File: src/hbs_pkg.sv
package hbs_pkg;

	// Clock and timebase.
	localparam int unsigned CLK_HZ         = 125_000_000;
	localparam int unsigned TIMEBASE_MS    = 1;
	localparam int unsigned CYCLES_PER_MS  = CLK_HZ / 1000 * TIMEBASE_MS;
	localparam int unsigned UNIT_10MS      = 10;

	// Register byte offsets.
	localparam logic [7:0] OFS_CTRL        = 8'h00;
	localparam logic [7:0] OFS_SON_WAIT    = 8'h04;
	localparam logic [7:0] OFS_SOFF_WAIT   = 8'h08;
	localparam logic [7:0] OFS_BRK_SPEED   = 8'h0c;
	localparam logic [7:0] OFS_BRK_WAIT    = 8'h10;
	localparam logic [7:0] OFS_REV_TORQUE  = 8'h14;
	localparam logic [7:0] OFS_STATUS      = 8'h18;
	localparam logic [7:0] OFS_IRQ_STAT    = 8'h1c;
	localparam logic [7:0] OFS_IRQ_CLR     = 8'h20;
	localparam logic [7:0] OFS_IRQ_EN      = 8'h24;

	// Control register field positions.
	localparam int unsigned CTRL_SON_BIT   = 0;
	localparam int unsigned CTRL_STOP_LSB  = 4;
	localparam int unsigned CTRL_TERM_LSB  = 8;
	localparam int unsigned TERM_FIELD_W   = 4;
	localparam int unsigned NUM_TERMS      = 3;

	// Field codes.
	localparam logic [3:0] TERM_SEL_BRAKE  = 4'h4;
	localparam logic [2:0] STOP_REV_DB     = 3'h3;
	localparam logic [2:0] STOP_REV_COAST  = 3'h4;

	// Reset values and legal ranges.
	localparam logic signed [11:0] SON_WAIT_RST  = 12'sh000;
	localparam logic signed [11:0] SON_WAIT_MAX  = 12'sd2000;
	localparam logic signed [11:0] SON_WAIT_MIN  = -12'sd2000;
	localparam logic [8:0]  SOFF_WAIT_RST  = 9'h000;
	localparam logic [8:0]  SOFF_WAIT_MAX  = 9'd500;
	localparam logic [6:0]  BRK_SPEED_RST  = 7'd100;
	localparam logic [6:0]  BRK_WAIT_RST   = 7'd50;
	localparam logic [6:0]  BRK_RANGE_MIN  = 7'd10;
	localparam logic [6:0]  BRK_RANGE_MAX  = 7'd100;
	localparam logic [8:0]  REV_TORQUE_RST = 9'd300;
	localparam logic [8:0]  REV_TORQUE_MAX = 9'd350;

	// Interrupt bit positions.
	localparam int unsigned IRQ_READY      = 0;
	localparam int unsigned IRQ_BRAKE      = 1;
	localparam int unsigned IRQ_ALARM      = 2;
	localparam int unsigned IRQ_W          = 3;

	// Sequencer states.
	typedef enum logic [2:0] {
		ST_OFF, ST_ON_PWR, ST_ON_BRK, ST_RUN, ST_OFF_DLY, ST_DECEL, ST_COAST
	} hbs_state_e;

	// Avalon-MM request from the master.
	typedef struct packed {
		logic        read;
		logic        write;
		logic [7:0]  address;
		logic [31:0] writedata;
	} hbs_avm_req_s;

endpackage

File: src/hbs_brake_seq.sv
`timescale 1ns/100ps
//
// Operation
// Stop methods 3/4 decelerate under torque cap.
// Reverse torque limit 0-350%, reset 300.
// Applied torque never exceeds motor maximum.
// Host waits 50ms plus release before motion.
// Brake output high releases, low engages.
// Servo off or alarm engages brake.
// Terminal carries brake only when field is 4.
// Standstill servo off drops brake same cycle.
// Servo off wait delays power removal.
// Positive on wait: brake first, power later.
// Negative on wait: power first, brake later.
// Alarm removes motor power at once; code keeps power on through method 3/4 deceleration.
// Running stop begins stop sequence first.
// Engage brake below speed threshold.
// Engage brake when brake wait expires.
// Speed threshold 10-100 rpm, reset 100.
// Brake wait 10-100 x10ms, reset 50.
// Method 3 leaves dynamic brake, 4 coasts.
// Brake wait starts at power removal.
module hbs_brake_seq
	import hbs_pkg::*;
#(
	parameter int unsigned CYC_PER_MS = hbs_pkg::CYCLES_PER_MS
) (
	// Clock and reset.
	input  wire logic                  core_clk_i,
	input  wire logic                  rst_i,
	// Register bus.
	input  wire hbs_pkg::hbs_avm_req_s avm_req_i,
	output logic [31:0]                avm_readdata_o,
	output logic                       avm_waitrequest_o,
	// Drive status.
	input  wire logic                  alarm_i,
	input  wire logic [15:0]           motor_speed_i,
	input  wire logic [8:0]            motor_max_torque_i,
	// Brake, power stage and interrupt.
	output logic [2:0]                 brake_term_o,
	output logic                       motor_power_o,
	output logic                       dyn_brake_o,
	output logic [8:0]                 torque_limit_o,
	output logic                       irq_o
);
	import hbs_pkg::*;

	hbs_state_e               st_q;
	hbs_state_e               st_d;
	logic [31:0]              ctrl_q;
	logic signed [11:0]       son_wait_q;
	logic [8:0]               soff_wait_q;
	logic [6:0]               brk_speed_q;
	logic [6:0]               brk_wait_q;
	logic [8:0]               rev_torque_q;
	logic [IRQ_W-1:0]         irq_stat_q;
	logic [IRQ_W-1:0]         irq_en_q;
	logic                     brake_q;
	logic                     brake_d;
	logic                     pwr_d;
	logic                     db_d;
	logic                     alarm_s;
	logic                     alarm_prev_q;
	logic                     tmr_load;
	logic [12:0]              tmr_ms;
	logic                     tmr_done;
	logic [31:0]              rd_mux;

	// Bus decode: a request is taken when waitrequest is already low.
	wire        req      = avm_req_i.read | avm_req_i.write;
	wire        wr_acc   = avm_req_i.write & ~avm_waitrequest_o;
	wire [7:0]  addr     = avm_req_i.address;
	wire [31:0] wdat     = avm_req_i.writedata;
	wire        wr_ctrl  = wr_acc & (addr == OFS_CTRL);
	wire        wr_son   = wr_acc & (addr == OFS_SON_WAIT);
	wire        wr_soff  = wr_acc & (addr == OFS_SOFF_WAIT);
	wire        wr_bspd  = wr_acc & (addr == OFS_BRK_SPEED);
	wire        wr_bwt   = wr_acc & (addr == OFS_BRK_WAIT);
	wire        wr_rev   = wr_acc & (addr == OFS_REV_TORQUE);
	wire        wr_clr   = wr_acc & (addr == OFS_IRQ_CLR);
	wire        wr_en    = wr_acc & (addr == OFS_IRQ_EN);

	// Out-of-range writes are clamped to the legal span.
	wire signed [31:0] wdat_s  = signed'(wdat);
	wire [11:0]  son_clamp     = (wdat_s > 32'sd2000)  ? SON_WAIT_MAX :
	                             (wdat_s < -32'sd2000) ? SON_WAIT_MIN : wdat[11:0];
	wire [8:0]   soff_clamp    = (wdat > 32'(SOFF_WAIT_MAX)) ? SOFF_WAIT_MAX : wdat[8:0];
	wire [6:0]   brk_clamp     = (wdat < 32'(BRK_RANGE_MIN)) ? BRK_RANGE_MIN :
	                             (wdat > 32'(BRK_RANGE_MAX)) ? BRK_RANGE_MAX : wdat[6:0];
	wire [8:0]   rev_clamp     = (wdat > 32'(REV_TORQUE_MAX)) ? REV_TORQUE_MAX : wdat[8:0];

	// Servo command as seen this cycle, so a clearing write acts at once.
	// Terminal fields follow the same write, so a servo-on shows on the new terminals at once.
	wire [31:0] ctrl_wr  = {12'h000, wdat[19:8], 1'b0, wdat[6:4], 3'h0, wdat[0]};
	wire [31:0] ctrl_nx  = wr_ctrl ? ctrl_wr : ctrl_q;
	wire        son_nx   = ctrl_nx[CTRL_SON_BIT];
	wire [2:0]  stop_sel = ctrl_q[CTRL_STOP_LSB +: 3];
	wire        rev_sel  = (stop_sel == STOP_REV_DB) | (stop_sel == STOP_REV_COAST);
	wire        turning  = (motor_speed_i >= {9'h000, brk_speed_q});
	wire [12:0] son_abs  = son_wait_q[11] ? 13'(-son_wait_q) : 13'(son_wait_q);
	wire [12:0] soff_ms  = 13'(soff_wait_q * UNIT_10MS);
	wire [12:0] bwt_ms   = 13'(brk_wait_q * UNIT_10MS);
	wire [8:0]  trq_cap  = (rev_torque_q < motor_max_torque_i) ? rev_torque_q : motor_max_torque_i;
	wire        ev_ready = (st_d == ST_RUN) & (st_q != ST_RUN);
	wire        ev_brake = brake_q & ~brake_d;
	wire        ev_alarm = alarm_s & ~alarm_prev_q;
	wire [IRQ_W-1:0] ev_vec = {ev_alarm, ev_brake, ev_ready};

	// Alarm comes from outside the clock domain.
	hbs_sync3 u_alarm_sync (
		.core_clk_i (core_clk_i),
		.rst_i      (rst_i),
		.async_i    (alarm_i),
		.level_o    (alarm_s)
	);

	// One timer serves the servo-on, servo-off and brake waits.
	hbs_ms_timer #(
		.CYC_PER_MS (CYC_PER_MS)
	) u_timer (
		.core_clk_i (core_clk_i),
		.rst_i      (rst_i),
		.load_i     (tmr_load),
		.ms_i       (tmr_ms),
		.done_o     (tmr_done)
	);

	// Sequencer: orders brake release against motor power.
	always_comb begin
		st_d     = st_q;
		brake_d  = brake_q;
		pwr_d    = motor_power_o;
		db_d     = dyn_brake_o;
		tmr_load = 1'b0;
		tmr_ms   = '0;
		case (st_q)
			ST_OFF: begin
				brake_d = 1'b0;
				pwr_d   = 1'b0;
				if (son_nx && !alarm_s) begin
					db_d     = 1'b0;
					tmr_load = 1'b1;
					if (son_wait_q > 12'sd0) begin
						brake_d = 1'b1;
						tmr_ms  = son_abs;
						st_d    = ST_ON_PWR;
					end else if (son_wait_q < 12'sd0) begin
						pwr_d  = 1'b1;
						tmr_ms = son_abs;
						st_d   = ST_ON_BRK;
					end else begin
						brake_d = 1'b1;
						pwr_d   = 1'b1;
						st_d    = ST_RUN;
					end
				end
			end
			ST_ON_PWR: begin
				if (!son_nx || alarm_s) begin
					brake_d = 1'b0;
					st_d    = ST_OFF;
				end else if (tmr_done) begin
					pwr_d = 1'b1;
					st_d  = ST_RUN;
				end
			end
			ST_ON_BRK: begin
				if (!son_nx || alarm_s) begin
					pwr_d = 1'b0;
					st_d  = ST_OFF;
				end else if (tmr_done) begin
					brake_d = 1'b1;
					st_d    = ST_RUN;
				end
			end
			ST_RUN: begin
				if (alarm_s) begin
					if (turning && rev_sel) begin
						st_d = ST_DECEL;
					end else begin
						pwr_d = 1'b0;
						if (turning) begin
							tmr_load = 1'b1;
							tmr_ms   = bwt_ms;
							st_d     = ST_COAST;
						end else begin
							brake_d = 1'b0;
							st_d    = ST_OFF;
						end
					end
				end else if (!son_nx) begin
					if (turning) begin
						pwr_d    = 1'b0;
						tmr_load = 1'b1;
						tmr_ms   = bwt_ms;
						st_d     = ST_COAST;
					end else begin
						brake_d  = 1'b0;
						tmr_load = 1'b1;
						tmr_ms   = soff_ms;
						if (soff_wait_q == 9'h000) begin
							pwr_d = 1'b0;
							st_d  = ST_OFF;
						end else begin
							st_d = ST_OFF_DLY;
						end
					end
				end
			end
			ST_OFF_DLY: begin
				if (alarm_s || tmr_done) begin
					pwr_d = 1'b0;
					st_d  = ST_OFF;
				end
			end
			ST_DECEL: begin
				if (!turning) begin
					pwr_d   = 1'b0;
					brake_d = 1'b0;
					db_d    = (stop_sel == STOP_REV_DB);
					st_d    = ST_OFF;
				end
			end
			ST_COAST: begin
				if (!turning || tmr_done) begin
					brake_d = 1'b0;
					st_d    = ST_OFF;
				end
			end
			default: begin
				st_d    = ST_OFF;
				brake_d = 1'b0;
				pwr_d   = 1'b0;
			end
		endcase
	end

	// Sequencer state and power-stage outputs.
	always_ff @(posedge core_clk_i) begin
		if (rst_i) begin
			st_q           <= ST_OFF;
			brake_q        <= 1'b0;
			motor_power_o  <= 1'b0;
			dyn_brake_o    <= 1'b0;
			alarm_prev_q   <= 1'b0;
			torque_limit_o <= '0;
		end else begin
			st_q           <= st_d;
			brake_q        <= brake_d;
			motor_power_o  <= pwr_d;
			dyn_brake_o    <= db_d;
			alarm_prev_q   <= alarm_s;
			torque_limit_o <= (st_d == ST_DECEL) ? trq_cap : motor_max_torque_i;
		end
	end

	// Brake appears only on terminals whose assignment field selects it.
	always_ff @(posedge core_clk_i) begin
		for (int i = 0; i < NUM_TERMS; i++) begin
			if (rst_i) begin
				brake_term_o[i] <= 1'b0;
			end else begin
				brake_term_o[i] <= brake_d & (ctrl_nx[CTRL_TERM_LSB + i*TERM_FIELD_W +: TERM_FIELD_W] == TERM_SEL_BRAKE);
			end
		end
	end

	// Configuration registers; new values apply the next cycle (servo bit and terminal fields in the write cycle), wait values at the next timer load.
	always_ff @(posedge core_clk_i) begin
		if (rst_i) begin
			ctrl_q       <= '0;
			son_wait_q   <= SON_WAIT_RST;
			soff_wait_q  <= SOFF_WAIT_RST;
			brk_speed_q  <= BRK_SPEED_RST;
			brk_wait_q   <= BRK_WAIT_RST;
			rev_torque_q <= REV_TORQUE_RST;
		end else begin
			if (wr_ctrl) ctrl_q <= ctrl_wr;
			if (wr_son) son_wait_q <= son_clamp;
			if (wr_soff) soff_wait_q <= soff_clamp;
			if (wr_bspd) brk_speed_q <= brk_clamp;
			if (wr_bwt) brk_wait_q <= brk_clamp;
			if (wr_rev) rev_torque_q <= rev_clamp;
		end
	end

	// Sticky events: a new event wins over a clear in the same cycle.
	always_ff @(posedge core_clk_i) begin
		if (rst_i) begin
			irq_stat_q <= '0;
			irq_en_q   <= '0;
			irq_o      <= 1'b0;
		end else begin
			irq_stat_q <= (irq_stat_q & ~(wr_clr ? wdat[IRQ_W-1:0] : '0)) | ev_vec;
			if (wr_en) irq_en_q <= wdat[IRQ_W-1:0];
			irq_o      <= |(((irq_stat_q & ~(wr_clr ? wdat[IRQ_W-1:0] : '0)) | ev_vec) & (wr_en ? wdat[IRQ_W-1:0] : irq_en_q));
		end
	end

	// Read data selection.
	always_comb begin
		case (addr)
			OFS_CTRL:       rd_mux = ctrl_q;
			OFS_SON_WAIT:   rd_mux = {{20{son_wait_q[11]}}, son_wait_q};
			OFS_SOFF_WAIT:  rd_mux = {23'h000000, soff_wait_q};
			OFS_BRK_SPEED:  rd_mux = {25'h0000000, brk_speed_q};
			OFS_BRK_WAIT:   rd_mux = {25'h0000000, brk_wait_q};
			OFS_REV_TORQUE: rd_mux = {23'h000000, rev_torque_q};
			OFS_STATUS:     rd_mux = {24'h000000, 1'b0, st_q, alarm_s, dyn_brake_o, motor_power_o, brake_q};
			OFS_IRQ_STAT:   rd_mux = {29'h00000000, irq_stat_q};
			OFS_IRQ_EN:     rd_mux = {29'h00000000, irq_en_q};
			default:        rd_mux = 32'h00000000;
		endcase
	end

	// Every access is answered one cycle after it is raised.
	always_ff @(posedge core_clk_i) begin
		if (rst_i) begin
			avm_waitrequest_o <= 1'b1;
			avm_readdata_o    <= '0;
		end else begin
			avm_waitrequest_o <= ~(req & avm_waitrequest_o);
			if (avm_req_i.read & avm_waitrequest_o) avm_readdata_o <= rd_mux;
		end
	end

	// Checks next to the logic they guard.
	chk_brake_drop_stop: assert property (@(posedge core_clk_i) disable iff (rst_i)
		(st_q == ST_RUN && !alarm_s && wr_ctrl && !wdat[CTRL_SON_BIT] && !turning) |=> (!brake_q && brake_term_o == 3'h0))
		else $error("Brake not engaged in the servo-off cycle at standstill.");
	chk_term_gating: assert property (@(posedge core_clk_i) disable iff (rst_i)
		(brake_term_o != 3'h0) |-> brake_q)
		else $error("Brake terminal active while brake engaged.");
	chk_off_state_safe: assert property (@(posedge core_clk_i) disable iff (rst_i)
		(st_q == ST_OFF && $past(st_q) == ST_OFF) |-> (!brake_q && !motor_power_o))
		else $error("Brake released or power on while servo off.");
	chk_alarm_power_cut: assert property (@(posedge core_clk_i) disable iff (rst_i)
		(st_q == ST_RUN && alarm_s && !(turning && rev_sel)) |=> !motor_power_o)
		else $error("Motor power not removed on alarm.");
	chk_torque_motor_max: assert property (@(posedge core_clk_i) disable iff (rst_i)
		##1 (torque_limit_o <= $past(motor_max_torque_i)))
		else $error("Stopping torque above motor maximum.");
	chk_decel_torque_cap: assert property (@(posedge core_clk_i) disable iff (rst_i)
		(st_q == ST_DECEL && $past(st_q) == ST_DECEL) |-> (torque_limit_o <= $past(rev_torque_q) && motor_power_o))
		else $error("Reverse brake deceleration not capped or unpowered.");
	chk_coast_exit: assert property (@(posedge core_clk_i) disable iff (rst_i)
		(st_q == ST_COAST && (!turning || tmr_done)) |=> (!brake_q && st_q == ST_OFF))
		else $error("Brake not engaged at end of running stop.");
	chk_pos_on_order: assert property (@(posedge core_clk_i) disable iff (rst_i)
		(st_q == ST_ON_PWR) |-> (brake_q && !motor_power_o))
		else $error("Positive servo-on wait order broken.");
	chk_neg_on_order: assert property (@(posedge core_clk_i) disable iff (rst_i)
		(st_q == ST_ON_BRK) |-> (motor_power_o && !brake_q))
		else $error("Negative servo-on wait order broken.");
	chk_param_ranges: assert property (@(posedge core_clk_i) disable iff (rst_i)
		(rev_torque_q <= REV_TORQUE_MAX && soff_wait_q <= SOFF_WAIT_MAX && brk_speed_q >= BRK_RANGE_MIN &&
		 brk_speed_q <= BRK_RANGE_MAX && brk_wait_q >= BRK_RANGE_MIN && brk_wait_q <= BRK_RANGE_MAX))
		else $error("Parameter register outside its legal range.");
	chk_coast_timer_start: assert property (@(posedge core_clk_i) disable iff (rst_i)
		(st_q == ST_RUN && st_d == ST_COAST) |=> (!motor_power_o && brake_q && !tmr_done))
		else $error("Brake wait not started at power removal.");
	chk_db_after_decel: assert property (@(posedge core_clk_i) disable iff (rst_i)
		(st_q == ST_DECEL && !turning) |=> (dyn_brake_o == ($past(stop_sel) == STOP_REV_DB)))
		else $error("State after reverse brake stop is wrong.");
endmodule // hbs_brake_seq

File: src/hbs_ms_timer.sv
`timescale 1ns/100ps
module hbs_ms_timer #(
	parameter int unsigned CYC_PER_MS = 125000
) (
	// Clock and reset.
	input  wire logic        core_clk_i,
	input  wire logic        rst_i,
	// Load a count in milliseconds; done stays high once it has run out.
	input  wire logic        load_i,
	input  wire logic [12:0] ms_i,
	output logic             done_o
);
	logic [16:0] pre_q;
	logic [12:0] cnt_q;
	wire         tick = (pre_q == 17'(CYC_PER_MS - 1));

	// Prescaler restarts on each load so a wait is never shortened.
	always_ff @(posedge core_clk_i) begin
		if (rst_i) begin
			pre_q  <= '0;
			cnt_q  <= '0;
			done_o <= 1'b1;
		end else if (load_i) begin
			pre_q  <= '0;
			cnt_q  <= ms_i;
			done_o <= (ms_i == 13'h0000);
		end else if (!done_o) begin
			pre_q <= tick ? 17'h00000 : pre_q + 17'h00001;
			if (tick) begin
				cnt_q  <= cnt_q - 13'h0001;
				done_o <= (cnt_q == 13'h0001);
			end
		end
	end
endmodule // hbs_ms_timer

File: src/hbs_sync3.sv
`timescale 1ns/100ps
module hbs_sync3 (
	// Clock and reset.
	input  wire logic core_clk_i,
	input  wire logic rst_i,
	// Asynchronous level in, filtered level out.
	input  wire logic async_i,
	output logic      level_o
);
	logic s1_q;
	logic s2_q;
	logic s3_q;

	// The level changes only once the second and third stages agree.
	always_ff @(posedge core_clk_i) begin
		if (rst_i) begin
			s1_q    <= 1'b0;
			s2_q    <= 1'b0;
			s3_q    <= 1'b0;
			level_o <= 1'b0;
		end else begin
			s1_q <= async_i;
			s2_q <= s1_q;
			s3_q <= s2_q;
			if (s2_q == s3_q) begin
				level_o <= s3_q;
			end
		end
	end
endmodule // hbs_sync3
File: config.mk
export PLATFORM = sky130hd
export DESIGN_NAME = hbs_brake_seq
export DESIGN_NICKNAME = d
export VERILOG_FILES = /design/src/hbs_pkg.sv /design/src/hbs_brake_seq.sv /design/src/hbs_ms_timer.sv /design/src/hbs_sync3.sv
export SDC_FILE = /design/constraint.sdc
export NUM_CORES = 1
export LEC_CHECK = 0
export ABC_AREA = 0
export BUFFER_PORTS_ARGS = -buffer_cell sky130_fd_sc_hd__buf_4
export CAP_MARGIN = 10
export CORE_ASPECT_RATIO = 1.75
export CORE_MARGIN = 5
export CORE_UTILIZATION = 43
export CTS_CLUSTER_SIZE = 24
export DETAILED_ROUTE_END_ITERATION = 10
export SYNTH_ARGS = -nofsm -noshare
export SYNTH_HDL_FRONTEND = slang
export SYNTH_SLANG_ARGS = --single-unit
File: constraint.sdc
create_clock -name core_clk_i -period 7.9 [get_ports core_clk_i]
set_input_delay 1.185 -clock core_clk_i [delete_from_list [all_inputs] [get_ports core_clk_i]]
set_output_delay 1.185 -clock core_clk_i [all_outputs]
set_load 0.005 [all_outputs]
* After elaboration in Yosys (flattened, before gate mapping)
Index checks and enable logic that the tools add are counted.
W data, S select, Z words.
** Storage, ports and cells
- Word-level logic and storage cells :: 203
- Register bits after elaboration :: 154
** Cells by class
- Equal/unequal tests :: 36
- Magnitude comparators :: 10
- $add $sub $neg :: 3
- Bitwise operators :: 28
- Reduce and logical (&&, ||, !) cells :: 20
- $mul :: 2
- Mux-type cells :: 78
** Operators by type and width (number)
- $pmux W32 S9 :: 1
- $mux W13 :: 10
- $gt A32 B9 Y1 const B :: 2
- $mux W3 :: 14
- $mux W9 :: 4
- $mux W1 :: 34
- $eq A8 B5 Y1 const B :: 4
- $gt A32 B12 Y1 const B :: 1
- $gt A32 B7 Y1 const B :: 1
- $lt A32 B12 Y1 const B :: 1
- $lt A32 B4 Y1 const B :: 1
- $pmux W13 S2 :: 1
- $mux W12 :: 2
- $mux W11 :: 2
- $mux W20 :: 1
- $pmux W3 S6 :: 1
- $add A17 B1 Y17 const B :: 1
- $and A1 B1 Y1 :: 17
- $eq A17 B17 Y1 const B :: 1
- $mux W17 :: 1
- $eq A8 B4 Y1 const B :: 2
- $eq A8 B6 Y1 const B :: 2
- $ge A16 B7 Y1 :: 1
- $eq A3 B3 Y1 const B :: 5
- other kinds (40) :: 67

* Longest topological paths before layout
- Word-level depth :: 13
- Depth in mapped cells :: 12

* Hierarchy
Synthesis repeated with hierarchy kept, for this count alone.
** Second synthesis, totals
- Cell total of the unflattened synthesis :: 1066
- Area, all modules :: 8582.0 sq um
** By module, submodules not included
- hbs_brake_seq :: area each 6625.1 sq um, times used 1, cells an instance 843
- hbs_ms_timer :: area each 1844.3 sq um, times used 1, cells an instance 213
- hbs_sync3 :: area each 112.6 sq um, times used 1, cells an instance 10

* Worst setup path before layout
Ideal clock, no wire load.
- Path type :: input to register
- From :: input port avm_req_i[37] in the netlist's numbering
- To :: register u_timer.done_o
- Data arrival time :: 3.479 ns
- Required time :: 7.813 ns
- Buffers on the path :: 2
- Cell stages on the path :: 9
- Slack :: 4.334 ns
- Setup time :: 0.087 ns
- Cells stage by stage :: or4_1 > buf_6 > nor3_4 > mux2i_1 > clkbuf_1 > o22ai_1 > nor4_1 > nand3_1 > o31ai_1
** Between the ends
- Cells in the longest elaborated chain, start to end :: 8
- Elaborated cells on any way between the ends :: 14
** Ends and longest elaborated chain
- start: declaration :: RTL line hbs_brake_seq.sv:32 : input wire hbs_pkg::hbs_avm_req_s avm_req_i,
- $logic_not A8 Y1 * :: RTL line hbs_brake_seq.sv:74 : wire wr_ctrl = wr_acc & (addr == OFS_CTRL);
- $and A1 B1 Y1 * :: RTL line hbs_brake_seq.sv:74
- $mux W20 *
- $mux W13 / $logic_and A1 B1 Y1 (equally long branches) :: RTL line hbs_brake_seq.sv:191, hbs_brake_seq.sv:140
- $mux W13, on equally long branches :: RTL line hbs_brake_seq.sv:177, hbs_brake_seq.sv:140
- $pmux W13 S2 :: RTL line hbs_brake_seq.sv:136 : case (st_q)
- $logic_not A13 Y1 :: RTL line hbs_ms_timer.sv:26 : done_o <= (ms_i == 13'h0000);
- $mux W1 * :: RTL line hbs_ms_timer.sv:23 : end else if (load_i) begin
- end signal: assignment :: RTL line hbs_ms_timer.sv:26
- end signal: assignment :: RTL line hbs_ms_timer.sv:31 : done_o <= (cnt_q == 13'h0001);
- end: declaration :: RTL line hbs_ms_timer.sv:11 : output logic done_o
Every way passes the cells marked *; elsewhere a longest branch is shown, timed or not.
A chain may end at the register's enable or synchronous reset.

* Worst setup path after layout
- From :: input port avm_req_i[37] in the netlist's numbering
- To :: register torque_limit_o[0]
** Between the ends
- Cells in the longest elaborated chain, start to end :: 9
- Elaborated cells on any way between the ends :: 13
** Ends and longest elaborated chain
- $logic_not A8 Y1 * :: RTL line hbs_brake_seq.sv:74
- $and A1 B1 Y1 * :: RTL line hbs_brake_seq.sv:74
- $mux W20 *
- $logic_not A1 Y1
- $logic_or A1 B1 Y1 :: RTL line hbs_brake_seq.sv:159, hbs_brake_seq.sv:168
- $mux W3 :: RTL line hbs_brake_seq.sv:159 : if (!son_nx || alarm_s) begin
- $pmux W3 S6 * :: RTL line hbs_brake_seq.sv:136
- $eq A3 B3 Y1 * :: RTL line hbs_brake_seq.sv:253 : torque_limit_o <= (st_d == ST_DECEL) ? trq_cap : motor_max_torque_i;
- $mux W9 * :: RTL line hbs_brake_seq.sv:253
- end signal: assignment :: RTL line hbs_brake_seq.sv:253
- end: declaration :: RTL line hbs_brake_seq.sv:43 : output logic [8:0] torque_limit_o,
Marks and branches as above.

==> flow_metrics.py <==
metrics = {
    "clock_network": {
        "clock-sinks": 143,
        "clk-insertion-delay-late_ns": 0.44,
        "cts_buffer_depth": 2,
        "h-tree-depth": 4,
        "cts_resized": 0,
        "clockRootBuffer": "clkbuf_16",
        "clk_pin_slew_ns": 0.06,
        "cts_buffers": 17,
        "cts_setup_buffers": 0,
        "tritoncts": "done",
        "hold_buffers": 0,
    },
    "die": {
        "rows": 67,
        "start_util": 0.434,
        "die_area_sq_um": 22200,
        "core_sq_um": 19000,
        "dieHeight_um": 193,
        "die_x_um": 115,
        "ioPinCount": 118,
    },
    "worst_setup_path": {
        "end_kind": "flop",
        "worstPathRequired_ns": 8.21,
        "rr_endpoint": "torque_limit_o[0]",
        "r2r_cells": 10,
        "crit_path_start_kind": "primary input",
        "reg2reg_from": "brk_speed_q[2]",
        "rrSetupSlack_ns": 4.47,
        "path_class": "primary input to flop",
        "arrival_ns": 4.18,
        "path_max_fanout": 9,
    },
    "sta": {
        "worst_pin_slew_ns": 1.04,
        "slew-limit-headroom": 0.297,
        "max_freq_mhz": 258,
        "skew_ns": 0.0109,
        "setup-violations-final": 0,
        "worst_hold_slack_ns": 0.443,
        "finalCritPeriodShare": 0.490,
        "hold_viol_final": 0,
        "tns_ns": 0,
        "rsz0062_at_grt": "false",
        "drv_slew": 0,
        "period_minus_slack_ns": 3.87,
    },
    "power": {
        "ir_drop_mv": 0.136,
        "switching_share": 0.231,
        "power_leakage_nw": 3.97,
        "p_per_area_nw_per_um2": 171,
        "power.total_mw": 1.69,
        "p_sw_mw": 0.390,
        "clockPowerShare": 0.516,
        "power.share.sequential": 0.430,
        "internal-power_mw": 1.30,
        "pwr-share-comb": 0.055,
    },
    "logic_synthesis": {
        "synthDominantCellAreaShare": 0.346,
        "syn-cell-area_sq_um": 8270,
        "ys_warn_count": 0,
        "yosysMostFrequentCell": "dfxtp_1",
        "synthTopCellsByCount": "143 x dfxtp_1, 127 x nor2_1, 118 x nand2_1, 68 x a21oi_1, 43 x ha_1",
        "yosysTopAreaCell": "dfxtp_1",
        "ys_types": 76,
        "syn_nets": 1148,
        "syn-mean-instance-area_sq_um": 8.00,
        "ys.flop_type": "dfxtp_1",
        "synth_edf_count": 0,
        "ys_async_sr_fraction": 0,
        "syn_inst": 1033,
        "synth.area.top_cells": "dfxtp_1 35%, ha_1 6.5%, nor2_1 5.8%, nand2_1 5.4%, a21oi_1 4.1%",
        "ys_ff_latch": 143,
        "ys_seq_area_frac": 0.346,
    },
    "routing": {
        "finalWirelength_mm": 28.3,
        "vias": 8094,
        "detail-route-antenna-nets": 0,
        "viasPerCell": 5.90,
        "wl_per_cell_um": 20.6,
        "drtPass1Iterations": 6,
        "drc": 0,
        "drt-initial-drc-count": 632,
    },
    "placement": {
        "io_buffer_count": 117,
        "dp_hpwl_mm": 21.9,
        "place_congestion": 0.929,
    },
    "cells_and_area": {
        "seq_area_sq_um": 2860,
        "nNetsFinal": 1232,
        "syn2layout_area_growth_pct": 19.3,
        "fill_cells": 1884,
        "antenna_cells": 0,
        "final_layout_size_suffix_gt1_frac": 0.169,
        "multiInputGateArea_sq_um": 4980,
    },
    "worst_hold_path": {
        "hold_depth": 1,
        "hp-start": "u_alarm_sync.s1_q",
        "min_path_type": "flop to flop",
        "min_to": "u_alarm_sync.s2_q",
    },
    "run": {
        "max_cap_viol_count": 0,
    },
    "status": {
        "outcome": "completed",
    },
    "global_route": {
        "grt-ovfl-total": 0,
        "antenna_found_initial": 0,
        "grt_pass1_vias": 8042,
        "grt_max_degree": 69,
        "grt.total_usage": 0.254,
        "grt_pass1_wl_mm": 43.9,
    },
}
==> how the worst max path moves through the flow <==
stage / startpoint / to / slack [ns]
after floorplan: avm_req_i[37] / u_timer.done_o / 4.33
after detailed placement: avm_req_i[37] / torque_limit_o[0] / 3.61
after global routing: avm_req_i[37] / torque_limit_o[3] / 3.86
final: avm_req_i[37] / torque_limit_o[0] / 4.03
after global placement: avm_req_i[37] / torque_limit_o[6] / 3.70
after CTS: avm_req_i[37] / torque_limit_o[0] / 4.07
==> flip-flops by register name (all words and copies together) (netlist names), 9 cells and up <==
name,flops
avm_readdata_o,21
u_timer.pre_q,17
ctrl_q,16
u_timer.cnt_q,13
son_wait_q,12
rev_torque_q,9
soff_wait_q,9
torque_limit_o,9
==> kinds of logic after synthesis <==
logic type      share of synthesized area
fa+ha+maj                          0.0699
flops                               0.346
mux                                0.0280
xor+xnor                           0.0466
buf+inv                            0.0519
compound gates                      0.200
simple gates                        0.257
==> layer usage <==
layer  track usage  wire length (um)  vias up
li1              -                 -     3894
met4         0.174              2120        0
met3        0.0444              1460      112
met5             0                 0        -
met2         0.466             15100      312
met1         0.250              9640     3776
==> power groups by stage <==
stage	sequential (mW)	combinational [mW]	clock, mW
2_1_floorplan	0.742	0.0410	0
3_3_place_gp	0.743	0.0922	0
3_5_place_dp	0.743	0.0925	0
4_1_cts	0.727	0.0928	0.879
5_1_grt	0.726	0.101	0.910
6_report	0.727	0.0928	0.872
==> critical path: stages <==
cell	delay (ns)
buf_4	0.12
or4_1	0.72
o311a_1	0.48
a21o_4	0.24
o32ai_1	0.39
nand4b_1	0.62
mux2i_1	0.36
nor2_1	0.06
==> cell type report <==
cell class	count	area share
Clock buffer	19	0.0449
Multi-Input combinational cell	793	0.505
Tap cell	241	0.0306
Sequential cell	143	0.290
Inverter	35	0.0133
Clock inverter	13	0.0190
Timing Repair Buffer	127	0.0970
==> cells in the final DEF (no fill, tap or decap), types with 7 or more instances in the layout <==
master     instances
inv_1             35
nor2_1           127
nand3_1           39
nand4_1           13
nand2b_1          10
mux2i_1           22
nand2_1          118
nor3_1            39
a31oi_1           15
nor2b_1           10
a21oi_1           68
buf_4            126
a22oi_1           38
o22ai_1            7
clkbuf_16         17
nor2_2            10
o21ai_0           18
xnor2_1           23
ha_1              43
xor2_1            21
and2_1             7
a211oi_1          14
dfxtp_1          143
nor4_1            14
and3_1             8
or3_1              7
o211ai_1          12
==> metrics by stage <==
| stage | std cells | utilization | setup WS [ns] | area [sq um] |
|---|---|---|---|---|
| finish | 1371 | 0.518 | 4.03 | 9860 |
| floorplan | 1033 | - | 4.33 | 8270 |
| global route | 1371 | 0.518 | 3.86 | 9860 |
| CTS | 1370 | 0.518 | 4.07 | 9850 |
| global placement | 1338 | 0.485 | 3.70 | 9220 |
| detailed placement | 1338 | 0.485 | 3.61 | 9220 |
(Power assumes the default switching activity.)
